<file path="config.mk">
export PLATFORM = sky130hd
export DESIGN_NAME = adc_result_formatter
export DESIGN_NICKNAME = d
export VERILOG_FILES = /design/src/rtl/adc_result_pkg.sv /design/src/rtl/adc_result_formatter.sv /design/src/rtl/adc_result_core.sv
export SDC_FILE = /design/constraint.sdc
export NUM_CORES = 1
export LEC_CHECK = 0
export ABC_AREA = 1
export BUFFER_PORTS_ARGS = -buffer_cell sky130_fd_sc_hd__buf_2
export CAP_MARGIN = 5
export CORE_ASPECT_RATIO = 1.2
export CORE_MARGIN = 2
export CORE_UTILIZATION = 38
export CTS_CLUSTER_SIZE = 14
export DETAILED_ROUTE_END_ITERATION = 16
export GPL_TIMING_DRIVEN = 0
export PLACE_DENSITY_LB_ADDON = 0.08
export SLEW_MARGIN = 20
export SYNTH_ARGS = -nofsm -noshare
export SYNTH_HDL_FRONTEND = slang
export SYNTH_SLANG_ARGS = --single-unit
</file>
<file path="constraint.sdc">
create_clock -name clk_i -period 1.3 [get_ports clk_i]
set_input_delay 0.065 -clock clk_i [delete_from_list [all_inputs] [get_ports clk_i]]
set_output_delay 0.065 -clock clk_i [all_outputs]
set_load 0.05 [all_outputs]
</file>
<file path="src/rtl/adc_result_pkg.sv">
package adc_result_pkg;
    // Register byte addresses on the bus
    localparam logic [11:0] CTRL_A_OFF = 12'h000;
    localparam logic [11:0] CTRL_B_OFF = 12'h004;
    localparam logic [11:0] RES_HIGH_OFF = 12'h008;
    localparam logic [11:0] RES_LOW_OFF = 12'h00C;
    localparam logic [11:0] STATUS_OFF = 12'h010;
    // Field positions
    localparam int CONV_ON_BIT = 0;
    localparam int START_BIT = 1;
    localparam int CHAN_LSB = 2;
    localparam int CHAN_W = 5;
    localparam int JUSTIFY_BIT = 7;
    localparam int BUSY_BIT = 0;
    localparam int ACQ_OK_BIT = 1;
    // Reset values
    localparam logic [7:0] CTRL_RST = 8'h00;
    // Timing: acquisition and conversion
    localparam int CLK_HZ = 10_000_000;
    localparam int ACQ_NS = 4970;
    localparam int ACQ_CYC = (ACQ_NS * (CLK_HZ / 1_000_000) + 999) / 1000;
    localparam int CONV_CYC = 11;

    typedef enum logic [2:0] {
        ST_IDLE = 3'b001,
        ST_CONV = 3'b010,
        ST_LOAD = 3'b100
    } conv_state_t;

    typedef struct packed {
        logic [7:0] rdata;
        logic ready;
    } apb_resp_t;

    typedef struct packed {
        conv_state_t st;
        logic converter_on;
        logic result_justify_select;
        logic [4:0] channel_select;
        logic [7:0] result_high_byte;
        logic [7:0] result_low_byte;
        logic [9:0] acq_cnt;
        logic [3:0] conv_cnt;
        logic busy;
        apb_resp_t resp;
        logic slverr;
        logic [9:0] sample;
    } state_t;
endpackage : adc_result_pkg

</file>
<file path="src/rtl/adc_result_formatter.sv">
`timescale 1ns/10ps
`default_nettype none
// Block top: all logic sits in the core below
module adc_result_formatter #(
    parameter int ACQ_CYCLES = adc_result_pkg::ACQ_CYC,
    parameter int CONV_CYCLES = adc_result_pkg::CONV_CYC
) (
    input wire logic clk_i,
    input wire logic rst_i,
    input wire logic psel_i,
    input wire logic penable_i,
    input wire logic pwrite_i,
    input wire logic [11:0] paddr_i,
    input wire logic [31:0] pwdata_i,
    input wire logic [9:0] sample_i,
    output logic [31:0] prdata_o,
    output logic pready_o,
    output logic pslverr_o,
    output logic busy_o,
    output logic hold_discharge_o
);
    // Straight pass-through, so every output but the tied-low hold_discharge_o and prdata_o[31:8] stays a flop of the core
    adc_result_core #(
        .ACQ_CYCLES(ACQ_CYCLES),
        .CONV_CYCLES(CONV_CYCLES)
    ) u_adc_result_core (
        .clk_i(clk_i),
        .rst_i(rst_i),
        .psel_i(psel_i),
        .penable_i(penable_i),
        .pwrite_i(pwrite_i),
        .paddr_i(paddr_i),
        .pwdata_i(pwdata_i),
        .sample_i(sample_i),
        .prdata_o(prdata_o),
        .pready_o(pready_o),
        .pslverr_o(pslverr_o),
        .busy_o(busy_o),
        .hold_discharge_o(hold_discharge_o)
    );
endmodule : adc_result_formatter
`default_nettype wire

</file>
<file path="src/rtl/adc_result_core.sv">
// Operation
// - Left format: result 9:2 to high byte
// - Left format: result 1:0 to low 7:6
// - Right format: result 9:8 to high 1:0
// - Right format: result 7:0 to low byte
// - Result bytes software writable, kept across resets
// - Hold capacitor never discharged between conversions
// - Unused result bits loaded as zero
`timescale 1ns/10ps
`default_nettype none
module adc_result_core #(
    parameter int ACQ_CYCLES = adc_result_pkg::ACQ_CYC,
    parameter int CONV_CYCLES = adc_result_pkg::CONV_CYC
) (
    input wire logic clk_i,
    input wire logic rst_i,
    input wire logic psel_i,
    input wire logic penable_i,
    input wire logic pwrite_i,
    input wire logic [11:0] paddr_i,
    input wire logic [31:0] pwdata_i,
    input wire logic [9:0] sample_i,
    output logic [31:0] prdata_o,
    output logic pready_o,
    output logic pslverr_o,
    output logic busy_o,
    output logic hold_discharge_o
);
    adc_result_pkg::state_t s_r;
    adc_result_pkg::state_t s_nxt;
    // Result bytes live outside the reset struct so no reset touches them
    logic [7:0] res_hi_r;
    logic [7:0] res_lo_r;
    logic [7:0] res_hi_nxt;
    logic [7:0] res_lo_nxt;
    logic [9:0] samp_s1_r;
    logic [9:0] samp_s2_r;
    logic wr_acc;
    logic rd_acc;
    logic [7:0] rd_val;
    logic hit;

    // Format a 10-bit result into high and low bytes
    function automatic logic [15:0] fmt(input logic right, input logic [9:0] v);
        if (right) begin
            fmt = {6'h00, v[9:8], v[7:0]};
        end else begin
            fmt = {v[9:2], v[1:0], 6'h00};
        end
    endfunction : fmt

    assign wr_acc = psel_i && penable_i && pwrite_i && !s_r.resp.ready;
    assign rd_acc = psel_i && penable_i && !pwrite_i && !s_r.resp.ready;

    // Read decode, zero above the byte
    always_comb begin
        rd_val = 8'h00;
        hit = 1'b1;
        unique case (paddr_i)
            adc_result_pkg::CTRL_A_OFF: begin
                rd_val = {1'b0, s_r.channel_select, s_r.busy, s_r.converter_on};
            end
            adc_result_pkg::CTRL_B_OFF: begin
                rd_val = {s_r.result_justify_select, 7'h00};
            end
            adc_result_pkg::RES_HIGH_OFF: begin
                rd_val = res_hi_r;
            end
            adc_result_pkg::RES_LOW_OFF: begin
                rd_val = res_lo_r;
            end
            adc_result_pkg::STATUS_OFF: begin
                rd_val = {6'h00, s_r.acq_cnt == 10'h000, s_r.busy};
            end
            default: begin
                hit = 1'b0;
            end
        endcase
    end

    // Next state: bus slave, conversion sequencer
    always_comb begin
        s_nxt = s_r;
        res_hi_nxt = res_hi_r;
        res_lo_nxt = res_lo_r;
        s_nxt.resp.ready = 1'b0;
        s_nxt.slverr = 1'b0;
        if (psel_i && penable_i && !s_r.resp.ready) begin
            // One wait state: answer on the second access edge
            s_nxt.resp.ready = 1'b1;
            s_nxt.slverr = !hit;
            s_nxt.resp.rdata = rd_val;
        end
        if (s_r.acq_cnt != 10'h000) begin
            s_nxt.acq_cnt = s_r.acq_cnt - 10'h001;
        end
        if (wr_acc) begin
            unique case (paddr_i)
                adc_result_pkg::CTRL_A_OFF: begin
                    s_nxt.converter_on = pwdata_i[adc_result_pkg::CONV_ON_BIT];
                    s_nxt.channel_select =
                        pwdata_i[adc_result_pkg::CHAN_LSB +: adc_result_pkg::CHAN_W];
                    // Channel change restarts the acquisition timer, status only
                    if (pwdata_i[adc_result_pkg::CHAN_LSB +: adc_result_pkg::CHAN_W]
                        != s_r.channel_select) begin
                        s_nxt.acq_cnt = 10'(ACQ_CYCLES);
                    end
                    if (pwdata_i[adc_result_pkg::START_BIT] && s_r.converter_on
                        && !s_r.busy) begin
                        s_nxt.busy = 1'b1;
                        s_nxt.st = adc_result_pkg::ST_CONV;
                        s_nxt.conv_cnt = 4'(CONV_CYCLES);
                        s_nxt.sample = samp_s2_r;
                    end
                end
                adc_result_pkg::CTRL_B_OFF: begin
                    s_nxt.result_justify_select = pwdata_i[adc_result_pkg::JUSTIFY_BIT];
                end
                adc_result_pkg::RES_HIGH_OFF: begin
                    res_hi_nxt = pwdata_i[7:0];
                end
                adc_result_pkg::RES_LOW_OFF: begin
                    res_lo_nxt = pwdata_i[7:0];
                end
                default: begin
                end
            endcase
        end
        unique case (s_r.st)
            adc_result_pkg::ST_IDLE: begin
            end
            adc_result_pkg::ST_CONV: begin
                s_nxt.conv_cnt = s_r.conv_cnt - 4'h1;
                if (s_r.conv_cnt == 4'h1) begin
                    s_nxt.st = adc_result_pkg::ST_LOAD;
                end
            end
            adc_result_pkg::ST_LOAD: begin
                // Both bytes in one edge; conversion beats a software write
                {res_hi_nxt, res_lo_nxt} =
                    fmt(s_r.result_justify_select, s_r.sample);
                s_nxt.busy = 1'b0;
                s_nxt.st = adc_result_pkg::ST_IDLE;
            end
            default: begin
                s_nxt.st = adc_result_pkg::ST_IDLE;
            end
        endcase
    end

    // Control state with reset
    always_ff @(posedge clk_i or posedge rst_i) begin
        if (rst_i) begin
            s_r <= '0;
            s_r.st <= adc_result_pkg::ST_IDLE;
        end else begin
            s_r <= s_nxt;
        end
    end

    // Results and sample sync, never reset
    always_ff @(posedge clk_i) begin
        res_hi_r <= res_hi_nxt;
        res_lo_r <= res_lo_nxt;
        samp_s1_r <= sample_i;
        samp_s2_r <= samp_s1_r;
    end

    assign prdata_o = {24'h000000, s_r.resp.rdata};
    assign pready_o = s_r.resp.ready;
    assign pslverr_o = s_r.slverr;
    assign busy_o = s_r.busy;
    assign hold_discharge_o = 1'b0;
endmodule : adc_result_core
`default_nettype wire

</file>
==> results.md, run 1 <==
- Final std cells w/o fill: 662
- Clock Latency Late Sink: 330 ps
- Vias in the first global route: 3013
- WP data required: 1330 ps
- Number of buffers added on ports: 45
- Worst r2r path cells: 5
- Total gr overflow: 0
- Pin count of the biggest net entering global routing: 35
- Critical Path AT: 1470 ps
- Crit path cell chain: nand3b_1 -> nor2_4 -> buf_4 -> nand3_2 -> nand2_4
- R2R Path End: u_adc_result_core.res_hi_r[3]$_DFFE_PP_
- Share of layout cells above drive strength 1: 0.371
- # rows: 39
- Final core utilization: 0.540
- Slew HR: 0.575
- Synth unique cells: 38
- CP bufs+invs: 1
- Most common cell after layout, fill and taps aside: nand2_1
- RSZ-0062 raised after global routing: true
- WL final: 7.97 mm
- Max-Cap Viols: 0
- 1st-pass router iterations: 4
- CP Class: reg -> reg
- FILL cells: 856
- Final setup margin: -138 ps
- Mapped cell area: 3790 um^2
- Crit. path cell count: 5
- Number of top-level pins: 95
- Leak Pwr: 2.54 nW
- Worst slack at placement: -367 ps
- Largest delay share family, worst path: simple AND/OR/NAND/NOR gates
- CTS Buffer Depth: 2
- Most frequent cells in the layout: nand2_1, buf_4, buf_2, dfrtp_1, nand3_1
- Routed vias/inst: 4.47
- Critical Path End: u_adc_result_core.res_hi_r[3]$_DFFE_PP_
- DIE WIDTH: 95.2 um
- Worst-path maximum fanout: 8
- Reg2reg start: u_adc_result_core.pready_o$_DFF_PP0_
- CP endpoint kind: register
- Area grow syn2layout: 36.7%
- Core Area: 9610 um^2
- Ant. Diodes: 0
- GP Congestion: 0.814
- Sequential Area: 2010 um^2
- Detailed-route via count: 2956
- TritonCTS clock tree: done
- Die Height: 113 um
- Multi-input gate area: 1660 um^2
- Flops & latches, synth: 81
- Max H-tree Level: 3
- CTS clk-pin slew, worst paths: 60 ps
- Global-route wire length before repair: 13.3 mm
- Final min period: 1440 ps
- Status: finished, violations left
- Pwr/cell area: 1100 nW/um^2
- CTS Sinks: 81
- Syn avg cell area: 8.99 um^2
- Total track usage: 0.159
- Initial DRC Count: 120
- Initial antenna violation count: 0
- Placed Instances: 615
- Endpoints failing hold: 0
- Cells after synthesis: 422
- Final setup fails: 60
- Largest stage delay on the critical path: 390 ps
- Final Max Slew Viols: 0
- HPWL Detailed: 5.58 mm
- Maximum VDD drop: 0.000937 V
- Final #Nets: 597
- Syn. warnings: 0
- Failing checks: setup timing
- Die area: 10800 um^2
- CP startpoint: u_adc_result_core.pready_o$_DFF_PP0_
- Root buffer cell: clkbuf_16
- Final period utilization: 1.11
- WL per Instance: 12.0 um
- R2R setup slack: -140 ps
- TritonCTS buffer count: 9
- Hold Crit Class: in -> reg
- Post-synthesis sequential area ratio: 0.529
- ANT nets after route: 0
- Worst slew pin tran: 635 ps
- Fin Hold WS: 14.9 ps
- Drc violations: 0
- Crit path launch type: register
- Fmax: 0.695 GHz
- Clock skew: 7.92 ps
- CP max stage cell: dfrtp_2
- Initial Util: 0.395
==> worst min path at each step <==
stage | cells past startpoint | slack [ps] | from | endpoint
floorplan | 0 | 90 | sample_i[0] | u_adc_result_core.samp_s1_r[0]$_DFF_P_
global placement | 1 | 170 | sample_i[1] | u_adc_result_core.samp_s1_r[1]$_DFF_P_
detailed placement | 2 | 30 | rst_i | u_adc_result_core.s_r[60]$_DFF_PP0_
CTS | 3 | 0.7 | pwdata_i[3] | u_adc_result_core.s_r[52]$_DFFE_PP0P_
global route | 3 | 40 | pwdata_i[6] | u_adc_result_core.s_r[55]$_DFFE_PP0P_
finish | 3 | 10 | pwdata_i[0] | u_adc_result_core.s_r[57]$_DFFE_PP0P_
==> sequential cells by signal, summed over array words and instances (netlist names) <==
register and cells:
u_adc_result_core.busy_o 1, u_adc_result_core.samp_s1_r 10, u_adc_result_core.res_hi_r 8, u_adc_result_core.res_lo_r 8, u_adc_result_core.prdata_o 8, u_adc_result_core.pready_o 1, u_adc_result_core.pslverr_o 1, u_adc_result_core.s_r 34
u_adc_result_core.samp_s2_r 10
==> synthesized netlist by cell type <==
cell | instances | area share
nand3b_1 | 1 | 0.0020
a211oi_1 | 1 | 0.0020
a21oi_1 | 5 | 0.0066
clkinv_1 | 2 | 0.0020
edfxtp_1 | 16 | 0.13
buf_6 | 2 | 0.0059
nor2_4 | 3 | 0.0089
o21ai_2 | 2 | 0.0046
buf_2 | 3 | 0.0040
dfrtp_1 | 44 | 0.29
nor3_2 | 2 | 0.0053
dfxtp_1 | 20 | 0.11
ha_1 | 3 | 0.0099
clkbuf_1 | 2 | 0.0020
dfstp_2 | 1 | 0.0069
inv_2 | 4 | 0.0040
o211ai_1 | 5 | 0.0099
nand2_2 | 5 | 0.0082
nand2_4 | 1 | 0.0030
a31oi_1 | 1 | 0.0017
a21oi_2 | 2 | 0.0046
nor2_2 | 2 | 0.0033
nor3_1 | 2 | 0.0026
nor2_8 | 1 | 0.0053
nand3_4 | 1 | 0.0046
nor2_1 | 30 | 0.030
o21ai_0 | 23 | 0.030
conb_1 | 1 | 0.00099
buf_4 | 36 | 0.071
inv_6 | 1 | 0.0023
o31ai_1 | 9 | 0.018
xnor2_1 | 2 | 0.0046
nand4_1 | 2 | 0.0033
nand2_1 | 96 | 0.095
xor2_1 | 7 | 0.016
nand3_1 | 42 | 0.055
a21boi_2 | 1 | 0.0030
inv_1 | 41 | 0.041
==> layout make-up <==
cell class / instances / area share
plain buffers: 41 / 0.0632
multi-input cells: 274 / 0.320
repair buffers: 80 / 0.109
inverters: 48 / 0.0391
clock buffers: 14 / 0.0509
well taps: 123 / 0.0297
clock inverters: 1 / 0.000965
flip-flops and latches: 81 / 0.387
==> worst register-to-register path, cell delays in order (launching register included) <==
cell and delay [ps]:
dfrtp_2 390, nand3b_1 210, nor2_4 150, buf_4 140
nand3_2 90, nand2_4 160
==> cell families after synthesis <==
| family | after synthesis | share of synthesized area |
|---|---|---|
| adder cells (fa/ha/maj) | 3 | 0.00990 |
| other | 1 | 0.000988 |
| flip-flops | 81 | 0.529 |
| buffers and inverters | 91 | 0.132 |
| AO/OA/AOI/OAI | 49 | 0.0805 |
| AND/OR/NAND/NOR | 188 | 0.227 |
| XOR/XNOR | 9 | 0.0208 |
==> timing repair <==
action | 4_1_cts | 5_1_grt
hold buffers | 12 | 0
endpoints found under the setup margin | 61 | 68
endpoints found under the hold margin | 42 | 0
gates cloned | 1 | 2
pin swaps | 14 | 15
gates resized for setup | 38 | 52
setup buffers | 13 | 6
==> report_power, final <==
part | internal (mW) | switching, mW | total [mW] | leakage [nW]
clock network | 1.39 | 0.916 | 2.30 | 0.133
logic | 0.241 | 0.404 | 0.645 | 1.56
registers | 2.68 | 0.0896 | 2.77 | 0.847
==> stage by stage <==
step                power [mW]  area [um^2]  setup TNS, ps
finish                    5.72         5190          -4940
CTS                       5.73         4940          -7190
global route              5.98         5190          -9380
detailed placement        3.35         4310          -9850
global placement          3.33         4290         -30380
floorplan                 3.22         3910          -6370
==> routing by layer <==
metal | global-route usage | part of all wire | up-vias
met5 | 0 | 0 | -
met4 | 0.0821 | 0.028 | 0
met3 | 0.0357 | 0.046 | 18
met1 | 0.179 | 0.40 | 1330
li1 | - | - | 1527
met2 | 0.278 | 0.52 | 81
Note: power is estimated with default switching activity, not from simulation.
==> inputs of run 2 (changes only) <==
==> constraint.sdc (replaced) <==
create_clock -name clk_i -period 1.3 [get_ports clk_i]
set_input_delay 0 -clock clk_i [delete_from_list [all_inputs] [get_ports clk_i]]
set_output_delay 0 -clock clk_i [all_outputs]
set_load 0.05 [all_outputs]
==> results.md, run 2 (synthesis gave the netlist of run 1 again) <==
- RSZ-0062 raised after global routing: true
- Total track usage: 0.160 (+0.000695)
- Vias in the first global route: 3050 (+1.2%)
- WL final: 8.01 mm (+0.51%)
- Largest stage delay on the critical path: 390 ps (about the same)
- Initial antenna violation count: 0 (unchanged)
- CP Class: reg -> reg
- Pin count of the biggest net entering global routing: 35 (unchanged)
- Area grow syn2layout: 38.3%
- Sequential power share: 0.484 (about the same)
- Routed vias/inst: 4.47 (+0.17%)
- Hold Crit Class: in -> reg
- Total gr overflow: 0 (unchanged)
- Sw Pwr: 1.41 mW (-0.20%)
- 1st-pass router iterations: 4 (unchanged)
- Most frequent cells in the layout: nand2_1, buf_4, buf_2, dfrtp_1, nand3_1
- Multi-input gate area: 1660 um^2 (unchanged)
- Worst slew pin tran: 636 ps (+1.82 ps)
- Tot Pwr: 5.73 mW (+0.15%)
- # rows: 39 (unchanged)
- Crit path cell chain: nand3b_1 -> nor2_4 -> buf_4 -> nand3_2 -> nand2_4
- Final min period: 1440 ps (-0.294 ps)
- Max H-tree Level: 3 (unchanged)
- Die area: 10800 um^2 (unchanged)
- Sequential Area: 2010 um^2 (unchanged)
- Number of top-level pins: 95 (unchanged)
- CP max stage cell: dfrtp_2
- Final std cells w/o fill: 668 (+0.91%)
- Pwr/cell area: 1090 nW/um^2 (-0.99%)
- Root buffer cell: clkbuf_16
- Ant. Diodes: 0 (unchanged)
- Clock Latency Late Sink: 330 ps (about the same)
- Maximum VDD drop: 0.000937 V (about the same)
- WP data required: 1330 ps (about the same)
- Drc violations: 0 (unchanged)
- CP endpoint kind: register
- CTS clk-pin slew, worst paths: 60 ps (about the same)
- Placed Instances: 615 (unchanged)
- Final setup margin: -138 ps (+0.294 ps)
- Crit path launch type: register
- TritonCTS clock tree: done
- Top reg by flops: u_adc_result_core.s_r
- Pint: 4.32 mW (+0.27%)
- Biggest regs: u_adc_result_core.s_r x34, u_adc_result_core.samp_s1_r x10, u_adc_result_core.samp_s2_r x10
- DIE WIDTH: 95.2 um (unchanged)
- CTS Buffer Depth: 2 (unchanged)
- Initial Util: 0.395 (unchanged)
- Number of buffers added on ports: 45 (unchanged)
- Most common cell after layout, fill and taps aside: nand2_1
- GP Congestion: 0.814 (unchanged)
- Endpoints failing hold: 0 (unchanged)
- Sw Share: 0.245 (-0.000870)
- Critical Path AT: 1470 ps (about the same)
- Logic pwr share: 0.115 (+0.002)
- CP bufs+invs: 1 (unchanged)
- Final #Nets: 603 (+1.0%)
- HPWL Detailed: 5.58 mm (unchanged)
- Core Area: 9610 um^2 (unchanged)
- Die Height: 113 um (unchanged)
- Status: finished, violations left
- Final setup fails: 60 (unchanged)
- ANT nets after route: 0 (unchanged)
- Worst-path maximum fanout: 8 (unchanged)
- Clock skew: 7.85 ps (-0.0701 ps)
- Failing checks: setup timing
- Final period utilization: 1.11 (about the same)
- Detailed-route via count: 2988 (+1.1%)
- WL per Instance: 12.0 um (-0.39%)
- Clock share of power: 0.401 (about the same)
- FILL cells: 855 (-0.12%)
- Largest delay share family, worst path: simple AND/OR/NAND/NOR gates
- CTS Sinks: 81 (unchanged)
- Leak Pwr: 2.57 nW (+0.99%)
- Global-route wire length before repair: 13.4 mm (+0.47%)
- Fmax: 0.695 GHz (about the same)
- Slew HR: 0.574 (-0.00122)
- Fin Hold WS: 53.6 ps (+38.7 ps)
- Max FFs per register: 34 (unchanged)
- Final Max Slew Viols: 0 (unchanged)
- Max-Cap Viols: 0 (unchanged)
- Initial DRC Count: 137 (+14%)
- TritonCTS buffer count: 9 (unchanged)
- Share of layout cells above drive strength 1: 0.367 (-0.00409)
run 2: worst paths after layout:
kind	from	cells after the start	to	slack, ps
worst max-delay path	u_adc_result_core.pready_o$_DFF_PP0_	5	u_adc_result_core.res_hi_r[3]$_DFFE_PP_	-140
worst min-delay path	paddr_i[1]	3	u_adc_result_core.pslverr_o$_DFF_PP0_	50
worst max register to register	u_adc_result_core.pready_o$_DFF_PP0_	5	u_adc_result_core.res_hi_r[3]$_DFFE_PP_	-140
worst min register to register	u_adc_result_core.samp_s1_r[2]$_DFF_P_	0	u_adc_result_core.samp_s2_r[2]$_DFF_P_	320
max in group asynchronous	rst_i	4	u_adc_result_core.s_r[58]$_DFF_PP1_	610
min in group asynchronous	rst_i	3	u_adc_result_core.s_r[34]$_DFF_PP0_	160
run 2: timing repair:
action | 4_1_cts | 5_1_grt
setup endpoints to repair | 61 | 68
pin swaps | 14 | 15
setup buffers | 13 | 6
hold endpoints to repair | 62 | 0
cloned | 1 | 2
resized for setup | 38 | 52
hold buffers | 18 | 0
run 2: area by class of cell:
cell class / instances / area share
sequential: 81 / 0.383
buffer: 41 / 0.0625
tap: 123 / 0.0293
clock buffer: 14 / 0.0503
timing repair buffer: 86 / 0.119
inverter: 48 / 0.0386
multi-input combinational: 274 / 0.316
clock inverter: 1 / 0.000954
run 2: stage by stage:
step | setup slack [ps] | area (um^2) | utilization | TNS (ps)
3_3_place_gp | -562 | 4290 | 0.447 | -27460
3_5_place_dp | -367 | 4310 | 0.449 | -9850
4_1_cts | -189 | 5000 | 0.520 | -7190
5_1_grt | -217 | 5250 | 0.546 | -9390
2_1_floorplan | -192 | 3910 | - | -6370
6_report | -138 | 5250 | 0.546 | -4890
run 2: worst reg2reg max path: stages (launching register included):
cell,delay [ps]
dfrtp_2,390
nand3b_1,210
nor2_4,150
buf_4,140
nand3_2,90
nand2_4,160
run 2: power groups by stage:
stage	Sequential, mW	Clock [mW]	Combinational, mW
after floorplan	2.79	0	0.425
after global placement	2.80	0	0.536
after detailed placement	2.80	0	0.548
after CTS	2.76	2.35	0.629
after global routing	2.79	2.47	0.735
final	2.77	2.30	0.658
run 2: metal layers:
metal	track usage	up-vias	routed length, um
met5	0	-	0
met4	0.0841	0	230
met3	0.0376	18	408
met2	0.280	88	4200
met1	0.178	1340	3160
li1	-	1542	-
